`config.mk`:
```
export PLATFORM = sky130hd
export DESIGN_NAME = oag_top
export DESIGN_NICKNAME = d
export VERILOG_FILES = /design/src/verilog/oag_pkg.sv /design/src/verilog/oag_top.sv /design/src/verilog/oag_bit_unit.sv
export SDC_FILE = /design/constraint.sdc
export NUM_CORES = 1
export LEC_CHECK = 0
export BUFFER_PORTS_ARGS = -buffer_cell sky130_fd_sc_hd__buf_2
export CORE_ASPECT_RATIO = 1.4
export CORE_MARGIN = 2
export CORE_UTILIZATION = 29
export CTS_CLUSTER_SIZE = 40
export DETAILED_ROUTE_END_ITERATION = 7
export PLACE_DENSITY_LB_ADDON = 0.3
export SLEW_MARGIN = 25
export SYNTH_ARGS = -nofsm -noshare
export SYNTH_HDL_FRONTEND = slang
export SYNTH_SLANG_ARGS = --single-unit
```
`constraint.sdc`:
```
create_clock -name clk -period 18.1 [get_ports clk]
set_clock_uncertainty 0.2 [all_clocks]
set_input_delay 3.62 -clock clk [delete_from_list [all_inputs] [get_ports clk]]
set_output_delay 3.62 -clock clk [all_outputs]
set_load 0.05 [all_outputs]
```
`src/verilog/oag_pkg.sv`:
```
// Package with constants and carrier types of the operand address generator.
package oag_pkg;

    localparam logic [1:0] OAG_SEG_PROGRAM = 2'h0;
    localparam logic [1:0] OAG_SEG_STACK = 2'h1;
    localparam logic [1:0] OAG_SEG_DATA_A = 2'h2;
    localparam logic [1:0] OAG_SEG_DATA_B = 2'h3;
    localparam logic [2:0] OAG_REG_ACC = 3'h0;
    localparam logic [2:0] OAG_REG_COUNT = 3'h1;
    localparam logic [2:0] OAG_REG_DATA = 3'h2;
    localparam logic [2:0] OAG_REG_BASE_GEN = 3'h3;
    localparam logic [2:0] OAG_REG_STACK_PTR = 3'h4;
    localparam logic [2:0] OAG_REG_BASE_PTR = 3'h5;
    localparam logic [2:0] OAG_REG_SRC_IDX = 3'h6;
    localparam logic [2:0] OAG_REG_DST_IDX = 3'h7;
    localparam logic [1:0] OAG_FORM_NO_DISP = 2'h0;
    localparam logic [1:0] OAG_FORM_DISP8 = 2'h1;
    localparam logic [1:0] OAG_FORM_DISP16 = 2'h2;
    localparam logic [1:0] OAG_FORM_REG = 2'h3;
    localparam logic [2:0] OAG_COMB_DIRECT = 3'h6;
    localparam logic [15:0] OAG_STEP_BYTE = 16'h0001;
    localparam logic [15:0] OAG_STEP_WORD = 16'h0002;
    localparam logic [15:0] OAG_WORD_RESET = 16'h0000;
    localparam logic [19:0] OAG_PHYS_RESET = 20'h00000;
    localparam logic [3:0] OAG_SEG_SHIFT = 4'h4;
    localparam int OAG_PIPE_CYCLES = 1;

    typedef enum logic [3:0] {
        OAG_MODE_REGISTER,
        OAG_MODE_SEGREG,
        OAG_MODE_IMMEDIATE,
        OAG_MODE_MEMORY,
        OAG_MODE_BLOCK_SRC,
        OAG_MODE_BLOCK_DST,
        OAG_MODE_BIT_IMM,
        OAG_MODE_BIT_COUNT,
        OAG_MODE_FIELD_LEN,
        OAG_MODE_BRANCH_IDX
    } oag_mode_t;

    typedef enum logic [1:0] {
        OAG_BIT_TEST,
        OAG_BIT_SET,
        OAG_BIT_CLEAR,
        OAG_BIT_INVERT
    } oag_bitop_t;

    typedef enum logic [1:0] {
        OAG_BR_IDLE,
        OAG_BR_WAIT,
        OAG_BR_LOAD
    } oag_br_state_t;

    typedef struct packed {
        oag_mode_t mode;
        logic size_word;
        logic [2:0] reg_field;
        logic [1:0] seg_field;
        logic [1:0] form;
        logic [2:0] comb;
        logic seg_override;
        logic [1:0] override_seg;
        logic [7:0] disp_lo;
        logic [7:0] disp_hi;
        logic [7:0] imm_lo;
        logic [7:0] imm_hi;
        logic [3:0] imm_bits;
        logic step_down;
        logic repeat_op;
        oag_bitop_t bitop;
    } oag_instr_t;

    typedef struct packed {
        logic [15:0] accumulator_full;
        logic [15:0] count_word;
        logic [15:0] data_general;
        logic [15:0] base_general;
        logic [15:0] stack_pointer;
        logic [15:0] base_pointer;
        logic [15:0] source_index;
        logic [15:0] destination_index;
    } oag_regs_t;

    typedef struct packed {
        logic [15:0] program_segment;
        logic [15:0] stack_segment;
        logic [15:0] data_segment_a;
        logic [15:0] data_segment_b;
    } oag_segs_t;

endpackage

```
`src/verilog/oag_top.sv`:
```
// Operand address generator: effective address, register selection and bit unit.
`timescale 1ns/1ns
module oag_top
    import oag_pkg::*;
(
    // Clock and reset
    input wire logic clk,
    input wire logic reset,
    // Decoded instruction
    input wire logic instr_valid,
    input wire oag_instr_t instr,
    // Register file and segment view
    input wire oag_regs_t regs,
    input wire oag_segs_t segs,
    // Memory data returned for the branch fetch and the bit unit
    input wire logic mem_valid,
    input wire logic [15:0] mem_data,
    // Address and operand outputs
    output logic addr_valid,
    output logic [15:0] effective_addr,
    output logic [19:0] physical_addr,
    output logic [1:0] seg_select,
    output logic [15:0] operand_value,
    output logic [2:0] reg_select,
    output logic reg_is_word,
    output logic reg_high_half,
    output logic mem_access,
    // Pointer and count writeback
    output logic ptr_write,
    output logic [2:0] ptr_reg,
    output logic [15:0] ptr_value,
    output logic count_write,
    output logic [15:0] count_value,
    output logic repeat_done,
    // Bit unit and field length
    output logic [15:0] bit_result,
    output logic bit_value,
    output logic [3:0] field_length,
    // Branch target
    output logic pc_load,
    output logic [15:0] program_counter
);

    ////////////////////////////////////////////////////////////////////////////
    // Combinational decode.

    logic [15:0] disp;
    logic [15:0] base_term;
    logic [15:0] index_term;
    logic [15:0] ea;
    logic [1:0] seg_sel;
    logic [15:0] seg_base;
    logic [15:0] word_reg;
    logic [7:0] byte_reg;
    logic [15:0] step;
    logic [3:0] bit_num;
    logic [15:0] bit_res;
    logic bit_val;
    logic is_mem;

    function automatic logic [15:0] pick_word(input oag_regs_t r, input logic [2:0] sel);
        case (sel)
            OAG_REG_ACC: pick_word = r.accumulator_full;
            OAG_REG_COUNT: pick_word = r.count_word;
            OAG_REG_DATA: pick_word = r.data_general;
            OAG_REG_BASE_GEN: pick_word = r.base_general;
            OAG_REG_STACK_PTR: pick_word = r.stack_pointer;
            OAG_REG_BASE_PTR: pick_word = r.base_pointer;
            OAG_REG_SRC_IDX: pick_word = r.source_index;
            default: pick_word = r.destination_index;
        endcase
    endfunction

    always_comb
    begin
        // Byte fields 0-3 are low halves, 4-7 the high halves of the same four.
        word_reg = pick_word(regs, instr.reg_field);
        byte_reg = 8'(pick_word(regs, {1'b0, instr.reg_field[1:0]})
                      >> {instr.reg_field[2], 3'h0});
        // Short displacement is sign-extended before any sum.
        case (instr.form)
            OAG_FORM_DISP8: disp = {{8{instr.disp_lo[7]}}, instr.disp_lo};
            OAG_FORM_DISP16: disp = {instr.disp_hi, instr.disp_lo};
            default: disp = OAG_WORD_RESET;
        endcase
        base_term = OAG_WORD_RESET;
        index_term = OAG_WORD_RESET;
        seg_sel = OAG_SEG_DATA_A;
        is_mem = 1'b0;
        ea = OAG_WORD_RESET;
        case (instr.mode)
            OAG_MODE_MEMORY:
            begin
                is_mem = 1'b1;
                case (instr.comb)
                    3'h0:
                    begin
                        base_term = regs.base_general;
                        index_term = regs.source_index;
                    end
                    3'h1:
                    begin
                        base_term = regs.base_general;
                        index_term = regs.destination_index;
                    end
                    3'h2:
                    begin
                        base_term = regs.base_pointer;
                        index_term = regs.source_index;
                        seg_sel = OAG_SEG_STACK;
                    end
                    3'h3:
                    begin
                        base_term = regs.base_pointer;
                        index_term = regs.destination_index;
                        seg_sel = OAG_SEG_STACK;
                    end
                    3'h4: index_term = regs.source_index;
                    3'h5: index_term = regs.destination_index;
                    3'h6:
                    begin
                        if (instr.form != OAG_FORM_NO_DISP)
                        begin
                            base_term = regs.base_pointer;
                            seg_sel = OAG_SEG_STACK;
                        end
                    end
                    default: base_term = regs.base_general;
                endcase
                if (instr.comb == OAG_COMB_DIRECT && instr.form == OAG_FORM_NO_DISP)
                begin
                    ea = {instr.disp_hi, instr.disp_lo};
                end
                else
                begin
                    ea = base_term + index_term + disp;
                end
                if (instr.seg_override)
                begin
                    seg_sel = instr.override_seg;
                end
            end
            OAG_MODE_BRANCH_IDX:
            begin
                is_mem = 1'b1;
                ea = (instr.reg_field[0] ? regs.destination_index : regs.source_index)
                     + disp;
            end
            OAG_MODE_BLOCK_SRC:
            begin
                is_mem = 1'b1;
                ea = regs.source_index;
                if (instr.seg_override)
                begin
                    seg_sel = instr.override_seg;
                end
            end
            OAG_MODE_BLOCK_DST:
            begin
                is_mem = 1'b1;
                ea = regs.destination_index;
                seg_sel = OAG_SEG_DATA_B;
            end
            default: ea = OAG_WORD_RESET;
        endcase
        if (instr.mode == OAG_MODE_SEGREG)
        begin
            seg_sel = instr.seg_field;
        end
        case (seg_sel)
            OAG_SEG_PROGRAM: seg_base = segs.program_segment;
            OAG_SEG_STACK: seg_base = segs.stack_segment;
            OAG_SEG_DATA_A: seg_base = segs.data_segment_a;
            default: seg_base = segs.data_segment_b;
        endcase
        step = instr.size_word ? OAG_STEP_WORD : OAG_STEP_BYTE;
        bit_num = (instr.mode == OAG_MODE_BIT_COUNT) ? regs.count_word[3:0]
                                                     : instr.imm_bits;
    end

    oag_bit_unit u_bit
    (
        .operand(instr.form == OAG_FORM_REG ? (instr.size_word ? word_reg : {8'h00, byte_reg})
                                            : mem_data),
        .size_word(instr.size_word),
        .bit_number(bit_num),
        .bitop(instr.bitop),
        .result(bit_res),
        .bit_value(bit_val)
    );

    ////////////////////////////////////////////////////////////////////////////
    // Registered outputs, one cycle after the instruction is offered.

    logic addr_valid_ff, nxt_addr_valid;
    logic [15:0] ea_ff, nxt_ea;
    logic [19:0] phys_ff, nxt_phys;
    logic [1:0] seg_ff, nxt_seg;
    logic [15:0] operand_ff, nxt_operand;
    logic [2:0] reg_sel_ff, nxt_reg_sel;
    logic reg_word_ff, nxt_reg_word;
    logic reg_high_ff, nxt_reg_high;
    logic mem_ff, nxt_mem;
    logic ptr_write_ff, nxt_ptr_write;
    logic [2:0] ptr_reg_ff, nxt_ptr_reg;
    logic [15:0] ptr_value_ff, nxt_ptr_value;
    logic count_write_ff, nxt_count_write;
    logic [15:0] count_value_ff, nxt_count_value;
    logic repeat_done_ff, nxt_repeat_done;
    logic [15:0] bit_result_ff, nxt_bit_result;
    logic bit_value_ff, nxt_bit_value;
    logic [3:0] field_len_ff, nxt_field_len;

    always_comb
    begin
        nxt_addr_valid = instr_valid && is_mem;
        nxt_ea = is_mem ? ea : ea_ff;
        // Segment times sixteen plus unsigned offset; the carry past 20 bits drops.
        nxt_phys = is_mem ? ({4'h0, seg_base} << OAG_SEG_SHIFT) + {4'h0, ea}
                          : phys_ff;
        nxt_seg = seg_sel;
        nxt_operand = operand_ff;
        nxt_reg_sel = {instr.size_word & instr.reg_field[2], instr.reg_field[1:0]};
        nxt_reg_word = instr.size_word;
        nxt_reg_high = !instr.size_word && instr.reg_field[2];
        nxt_mem = instr_valid && is_mem;
        nxt_ptr_write = 1'b0;
        nxt_ptr_reg = ptr_reg_ff;
        nxt_ptr_value = ptr_value_ff;
        nxt_count_write = 1'b0;
        nxt_count_value = count_value_ff;
        nxt_repeat_done = 1'b0;
        nxt_bit_result = bit_result_ff;
        nxt_bit_value = bit_value_ff;
        nxt_field_len = field_len_ff;
        if (instr_valid)
        begin
            case (instr.mode)
                OAG_MODE_REGISTER:
                    nxt_operand = instr.size_word ? word_reg : {8'h00, byte_reg};
                OAG_MODE_SEGREG:
                    nxt_operand = seg_base;
                OAG_MODE_IMMEDIATE:
                    nxt_operand = instr.size_word ? {instr.imm_hi, instr.imm_lo}
                                                  : {8'h00, instr.imm_lo};
                OAG_MODE_FIELD_LEN:
                    nxt_field_len = instr.imm_bits;
                OAG_MODE_BIT_IMM, OAG_MODE_BIT_COUNT:
                begin
                    nxt_bit_result = bit_res;
                    nxt_bit_value = bit_val;
                end
                OAG_MODE_BLOCK_SRC, OAG_MODE_BLOCK_DST:
                begin
                    nxt_ptr_write = 1'b1;
                    nxt_ptr_reg = (instr.mode == OAG_MODE_BLOCK_SRC) ? OAG_REG_SRC_IDX
                                                                     : OAG_REG_DST_IDX;
                    nxt_ptr_value = instr.step_down ? ea - step : ea + step;
                    if (instr.repeat_op)
                    begin
                        nxt_count_write = 1'b1;
                        nxt_count_value = regs.count_word - 16'h0001;
                        nxt_repeat_done = (regs.count_word == 16'h0001);
                    end
                end
                default: nxt_operand = operand_ff;
            endcase
        end
    end

    always_ff @(posedge clk)
    begin
        if (reset)
        begin
            addr_valid_ff <= 1'b0;
            ea_ff <= OAG_WORD_RESET;
            phys_ff <= OAG_PHYS_RESET;
            seg_ff <= OAG_SEG_DATA_A;
            operand_ff <= OAG_WORD_RESET;
            reg_sel_ff <= OAG_REG_ACC;
            reg_word_ff <= 1'b0;
            reg_high_ff <= 1'b0;
            mem_ff <= 1'b0;
            ptr_write_ff <= 1'b0;
            ptr_reg_ff <= OAG_REG_SRC_IDX;
            ptr_value_ff <= OAG_WORD_RESET;
            count_write_ff <= 1'b0;
            count_value_ff <= OAG_WORD_RESET;
            repeat_done_ff <= 1'b0;
            bit_result_ff <= OAG_WORD_RESET;
            bit_value_ff <= 1'b0;
            field_len_ff <= 4'h0;
        end
        else
        begin
            addr_valid_ff <= nxt_addr_valid;
            ea_ff <= nxt_ea;
            phys_ff <= nxt_phys;
            seg_ff <= nxt_seg;
            operand_ff <= nxt_operand;
            reg_sel_ff <= nxt_reg_sel;
            reg_word_ff <= nxt_reg_word;
            reg_high_ff <= nxt_reg_high;
            mem_ff <= nxt_mem;
            ptr_write_ff <= nxt_ptr_write;
            ptr_reg_ff <= nxt_ptr_reg;
            ptr_value_ff <= nxt_ptr_value;
            count_write_ff <= nxt_count_write;
            count_value_ff <= nxt_count_value;
            repeat_done_ff <= nxt_repeat_done;
            bit_result_ff <= nxt_bit_result;
            bit_value_ff <= nxt_bit_value;
            field_len_ff <= nxt_field_len;
        end
    end

    ////////////////////////////////////////////////////////////////////////////
    // Indexed branch: wait for the memory word, then load the program counter.

    oag_br_state_t br_ff, nxt_br;
    logic [15:0] pc_ff, nxt_pc;
    logic pc_load_ff, nxt_pc_load;

    always_comb
    begin
        nxt_br = br_ff;
        nxt_pc = pc_ff;
        nxt_pc_load = 1'b0;
        case (br_ff)
            OAG_BR_IDLE:
                if (instr_valid && instr.mode == OAG_MODE_BRANCH_IDX)
                begin
                    nxt_br = OAG_BR_WAIT;
                end
            OAG_BR_WAIT:
                if (mem_valid)
                begin
                    nxt_pc = mem_data;
                    nxt_pc_load = 1'b1;
                    nxt_br = OAG_BR_LOAD;
                end
            OAG_BR_LOAD:
                nxt_br = OAG_BR_IDLE;
            default:
                nxt_br = OAG_BR_IDLE;
        endcase
    end

    always_ff @(posedge clk)
    begin
        if (reset)
        begin
            br_ff <= OAG_BR_IDLE;
            pc_ff <= OAG_WORD_RESET;
            pc_load_ff <= 1'b0;
        end
        else
        begin
            br_ff <= nxt_br;
            pc_ff <= nxt_pc;
            pc_load_ff <= nxt_pc_load;
        end
    end

    // Timing assumes bytes are already prefetched: decode, address and answer in one cycle.
    assign addr_valid = addr_valid_ff;
    assign effective_addr = ea_ff;
    assign physical_addr = phys_ff;
    assign seg_select = seg_ff;
    assign operand_value = operand_ff;
    assign reg_select = reg_sel_ff;
    assign reg_is_word = reg_word_ff;
    assign reg_high_half = reg_high_ff;
    assign mem_access = mem_ff;
    assign ptr_write = ptr_write_ff;
    assign ptr_reg = ptr_reg_ff;
    assign ptr_value = ptr_value_ff;
    assign count_write = count_write_ff;
    assign count_value = count_value_ff;
    assign repeat_done = repeat_done_ff;
    assign bit_result = bit_result_ff;
    assign bit_value = bit_value_ff;
    assign field_length = field_len_ff;
    assign pc_load = pc_load_ff;
    assign program_counter = pc_ff;

endmodule

```
`src/verilog/oag_bit_unit.sv`:
```
// Single-bit test, set, clear and invert on a byte or word operand.
`timescale 1ns/1ns
module oag_bit_unit
    import oag_pkg::*;
(
    // Operand and selection
    input wire logic [15:0] operand,
    input wire logic size_word,
    input wire logic [3:0] bit_number,
    input wire oag_bitop_t bitop,
    // Result
    output logic [15:0] result,
    output logic bit_value
);

    logic [15:0] mask;

    always_comb
    begin
        // A byte operand only honours three bits of the number.
        mask = 16'h0001 << (size_word ? bit_number : {1'b0, bit_number[2:0]});
        bit_value = |(operand & mask);
        case (bitop)
            OAG_BIT_SET: result = operand | mask;
            OAG_BIT_CLEAR: result = operand & ~mask;
            OAG_BIT_INVERT: result = operand ^ mask;
            default: result = operand;
        endcase
        if (!size_word)
        begin
            result[15:8] = operand[15:8];
        end
    end

endmodule

```
==> reports/results.txt <==
Die Height: 254 microns
Commonest non-fill, non-tap cell in the layout: buf_2
Setup violators final: 0
Max-Slew Margin vs Limit: 0.295
Pwr dens: 69.4 nW/um^2
#FFs+latches synth: 132
Share of cells above drive strength 1: 0.270
Initial antenna violation count: 4
Starting Density: 0.294
Async set-reset flop share out of synthesis: 0
Setup slack, reg-to-reg: 16.38 ns
Port bufs: 404
Post-route ant nets: 0
Worst-Margin Slew: 1.06 ns
Yosys top cell by area: dfxtp_1
Synth top area cells: dfxtp_1 (20%), ha_1 (11%), nand2_1 (6.5%)
Largest net degree at the start of global routing: 88
Postcts setup bufs: 0
Clock Tree Buf Depth: 2
Die X: 183 microns
Post-Route Setup TNS: 0 ns
Hold path start: br_ff[1]
CTS tree: yes
Total GRT Usage: 0.244
Core Rows: 91
Post-synth EDFFs: 0
Switch Pwr: 0.446 mW
Fin. max-slew vios: 0
Total grt overflow: 0
Global-route wire length before repair: 83,700 microns
Avg Vias per Cell: 5.37
Worst Setup End Kind: flop
Cells after synthesis: 1,688
Pleak: 7.70 nW
RR Endpoint: program_counter[9]
Hold EP: br_ff[0]
Final hold viol count: 0
Seq pwr share: 0.281
CTS clock-pin slew for the worst setup and hold paths: 0.06 ns
# clock sinks: 132
Clk root buf: clkbuf_16
Ys flop type: dfxtp_1
Hold-fix buffers, CTS: 0
Status: finished, final reports clean
Net Sw Frac: 0.405
# IOs: 407
Combinational power share: 0.407
DR vias: 13,889
Seq/Total Area, Yosys: 0.204
P_int: 0.656 mW
WL/cell: 22.9 microns
Total CTS buffers: 17
Most frequent cells in the layout: buf_2 (403), nand2_1 (224), a21oi_1 (162)
CP required: 18.21 ns
Fillers: 4,759
Yosys warning count: 0
Library cells used by synthesis: 74
Area growth, synth to finish: 22.5%
Area of the die: 46,500 sq um
Crit path kind: input port to flop
Reg2Reg Depth: 3
Max_cap viols: 0
Dpl ws: 8.15 ns
DRT Pass-1 Iters: 7
Post-CTS sizing: 0
Tmin final: 9.48 ns
Core Region: 44,100 sq um
Avg Cell Area, Syn: 7.68 sq um
WP data arrival: 9.59 ns
HP Class: flop to flop
Achievable clock frequency: 0.105 GHz
Crit-path max FO: 16
Final Cycle Share: 0.524
Worst setup margin: 8.62 ns
Final routed DRC violation total: 0
Synth top area share: 0.204
Initial DRC count: 1,117
Final net count: 2,412
RSZ-0062 raised after global routing: false
Final Routed Wirelength: 59,300 microns
DP HPWL: 48,800 microns
Worst r2r src: br_ff[1]
Routability Congestion: 0.948
H-Tree Depth: 4
Cells on Worst Hold Path: 1
Vias in the first global route: 13,389
Clock Latency Late Sink: 0.45 ns
Max VDD drop: 0.0586 mV
Clk pwr share: 0.311
CP Launch Type: input port
Netlist Area Pre-Place: 13,000 sq um
[power groups by stage]
stage / clock network, mW / logic, mW / registers, mW
final: 0.343 / 0.449 / 0.310
after global routing: 0.361 / 0.483 / 0.311
after CTS: 0.353 / 0.446 / 0.310
after detailed placement: 0 / 0.444 / 0.317
after global placement: 0 / 0.441 / 0.317
after floorplan: 0 / 0.252 / 0.359
[worst max path at each step]
stage	from	endpoint	slack (ns)	cells after the start
2_1_floorplan	instr[46]	ptr_value[15]	9.05	29
4_1_cts	instr[44]	ptr_value[15]	8.61	27
6_report	instr[46]	ptr_value[15]	8.62	28
3_5_place_dp	instr[44]	ptr_value[15]	8.15	27
3_3_place_gp	instr[44]	ptr_value[15]	8.31	27
5_1_grt	instr[46]	ptr_value[15]	8.17	28
[logic make-up after synthesis]
kind of cell	count (synthesis)	share of synthesized area
muxes	147	0.139
other	1	0.000289
adders and majority gates	129	0.135
DFF	132	0.204
AOI/OAI and AO/OA	440	0.214
buffers and inverters	223	0.0713
xor gates and xnor gates	57	0.0385
and+or+nand+nor	559	0.198
[final cells by class]
cell class / count / area [sq um] / share of cell area
tap: 558 / 698 / 0.0440
clock buffer: 17 / 425 / 0.0268
timing repair buffer: 418 / 2130 / 0.134
inverter: 110 / 413 / 0.0260
clock inverter: 15 / 145 / 0.00914
multi-input combinational: 1334 / 9420 / 0.593
antenna: 3 / 7.51 / 0.000473
sequential: 132 / 2640 / 0.166
[synth_stat cells, drive strengths merged (8+ instances only)]
| cell | number |
|---|---|
| a211oi | 30 |
| a21o | 19 |
| a21oi | 163 |
| a221oi | 20 |
| a22oi | 11 |
| a31oi | 23 |
| and2 | 20 |
| and3 | 12 |
| buf | 44 |
| clkbuf | 69 |
| dfxtp | 132 |
| fa | 19 |
| ha | 110 |
| inv | 110 |
| mux2 | 48 |
| mux2i | 78 |
| mux4 | 21 |
| nand2 | 225 |
| nand2b | 19 |
| nand3 | 25 |
| nor2 | 152 |
| nor2b | 13 |
| nor3 | 25 |
| nor4 | 14 |
| o211ai | 11 |
| o21a | 11 |
| o21ai | 87 |
| o221ai | 8 |
| or2 | 12 |
| or3 | 16 |
| xnor2 | 40 |
| xor2 | 17 |
[critical path, cell delays in order]
cell,delay (ns)
buf_2,0.11
inv_1,0.06
ha_1,0.25
o21ai_1,0.18
and2_1,0.57
a22oi_1,0.19
fa_1,0.42
inv_1,0.06
ha_1,0.16
inv_1,0.06
fa_1,0.43
nand2b_1,0.19
a21oi_1,0.31
or2_2,0.18
a31oi_1,0.09
xnor2_1,0.14
nand2_1,0.09
a21oi_1,0.11
or3_1,0.42
ha_1,0.42
nand4_1,0.12
a211oi_1,0.35
o31ai_1,0.16
a2111oi_0,0.45
a211o_1,0.18
nor3_1,0.05
o31ai_1,0.11
o211ai_1,0.11
[metal layers]
| layer | track usage | part of all wire | vias to the layer above |
|---|---|---|---|
| li1 | - | - | 6601 |
| met1 | 0.296 | 0.41 | 6592 |
| met2 | 0.438 | 0.50 | 605 |
| met3 | 0.0296 | 0.060 | 89 |
| met4 | 0.0959 | 0.035 | 2 |
| met5 | 0 | 0.00022 | - |
[stage by stage]
stage	cells	cell area, sq um	hold WS, ns	total power [mW]	util
2_1_floorplan	1689	13000	0.203	0.611	-
4_1_cts	2584	15900	0.232	1.11	0.360
3_3_place_gp	2552	15300	0.210	0.757	0.347
6_report	2587	15900	0.240	1.10	0.360
5_1_grt	2587	15900	0.258	1.15	0.360
3_5_place_dp	2552	15300	0.223	0.760	0.347
Note: power is estimated with default switching activity, not from simulation.
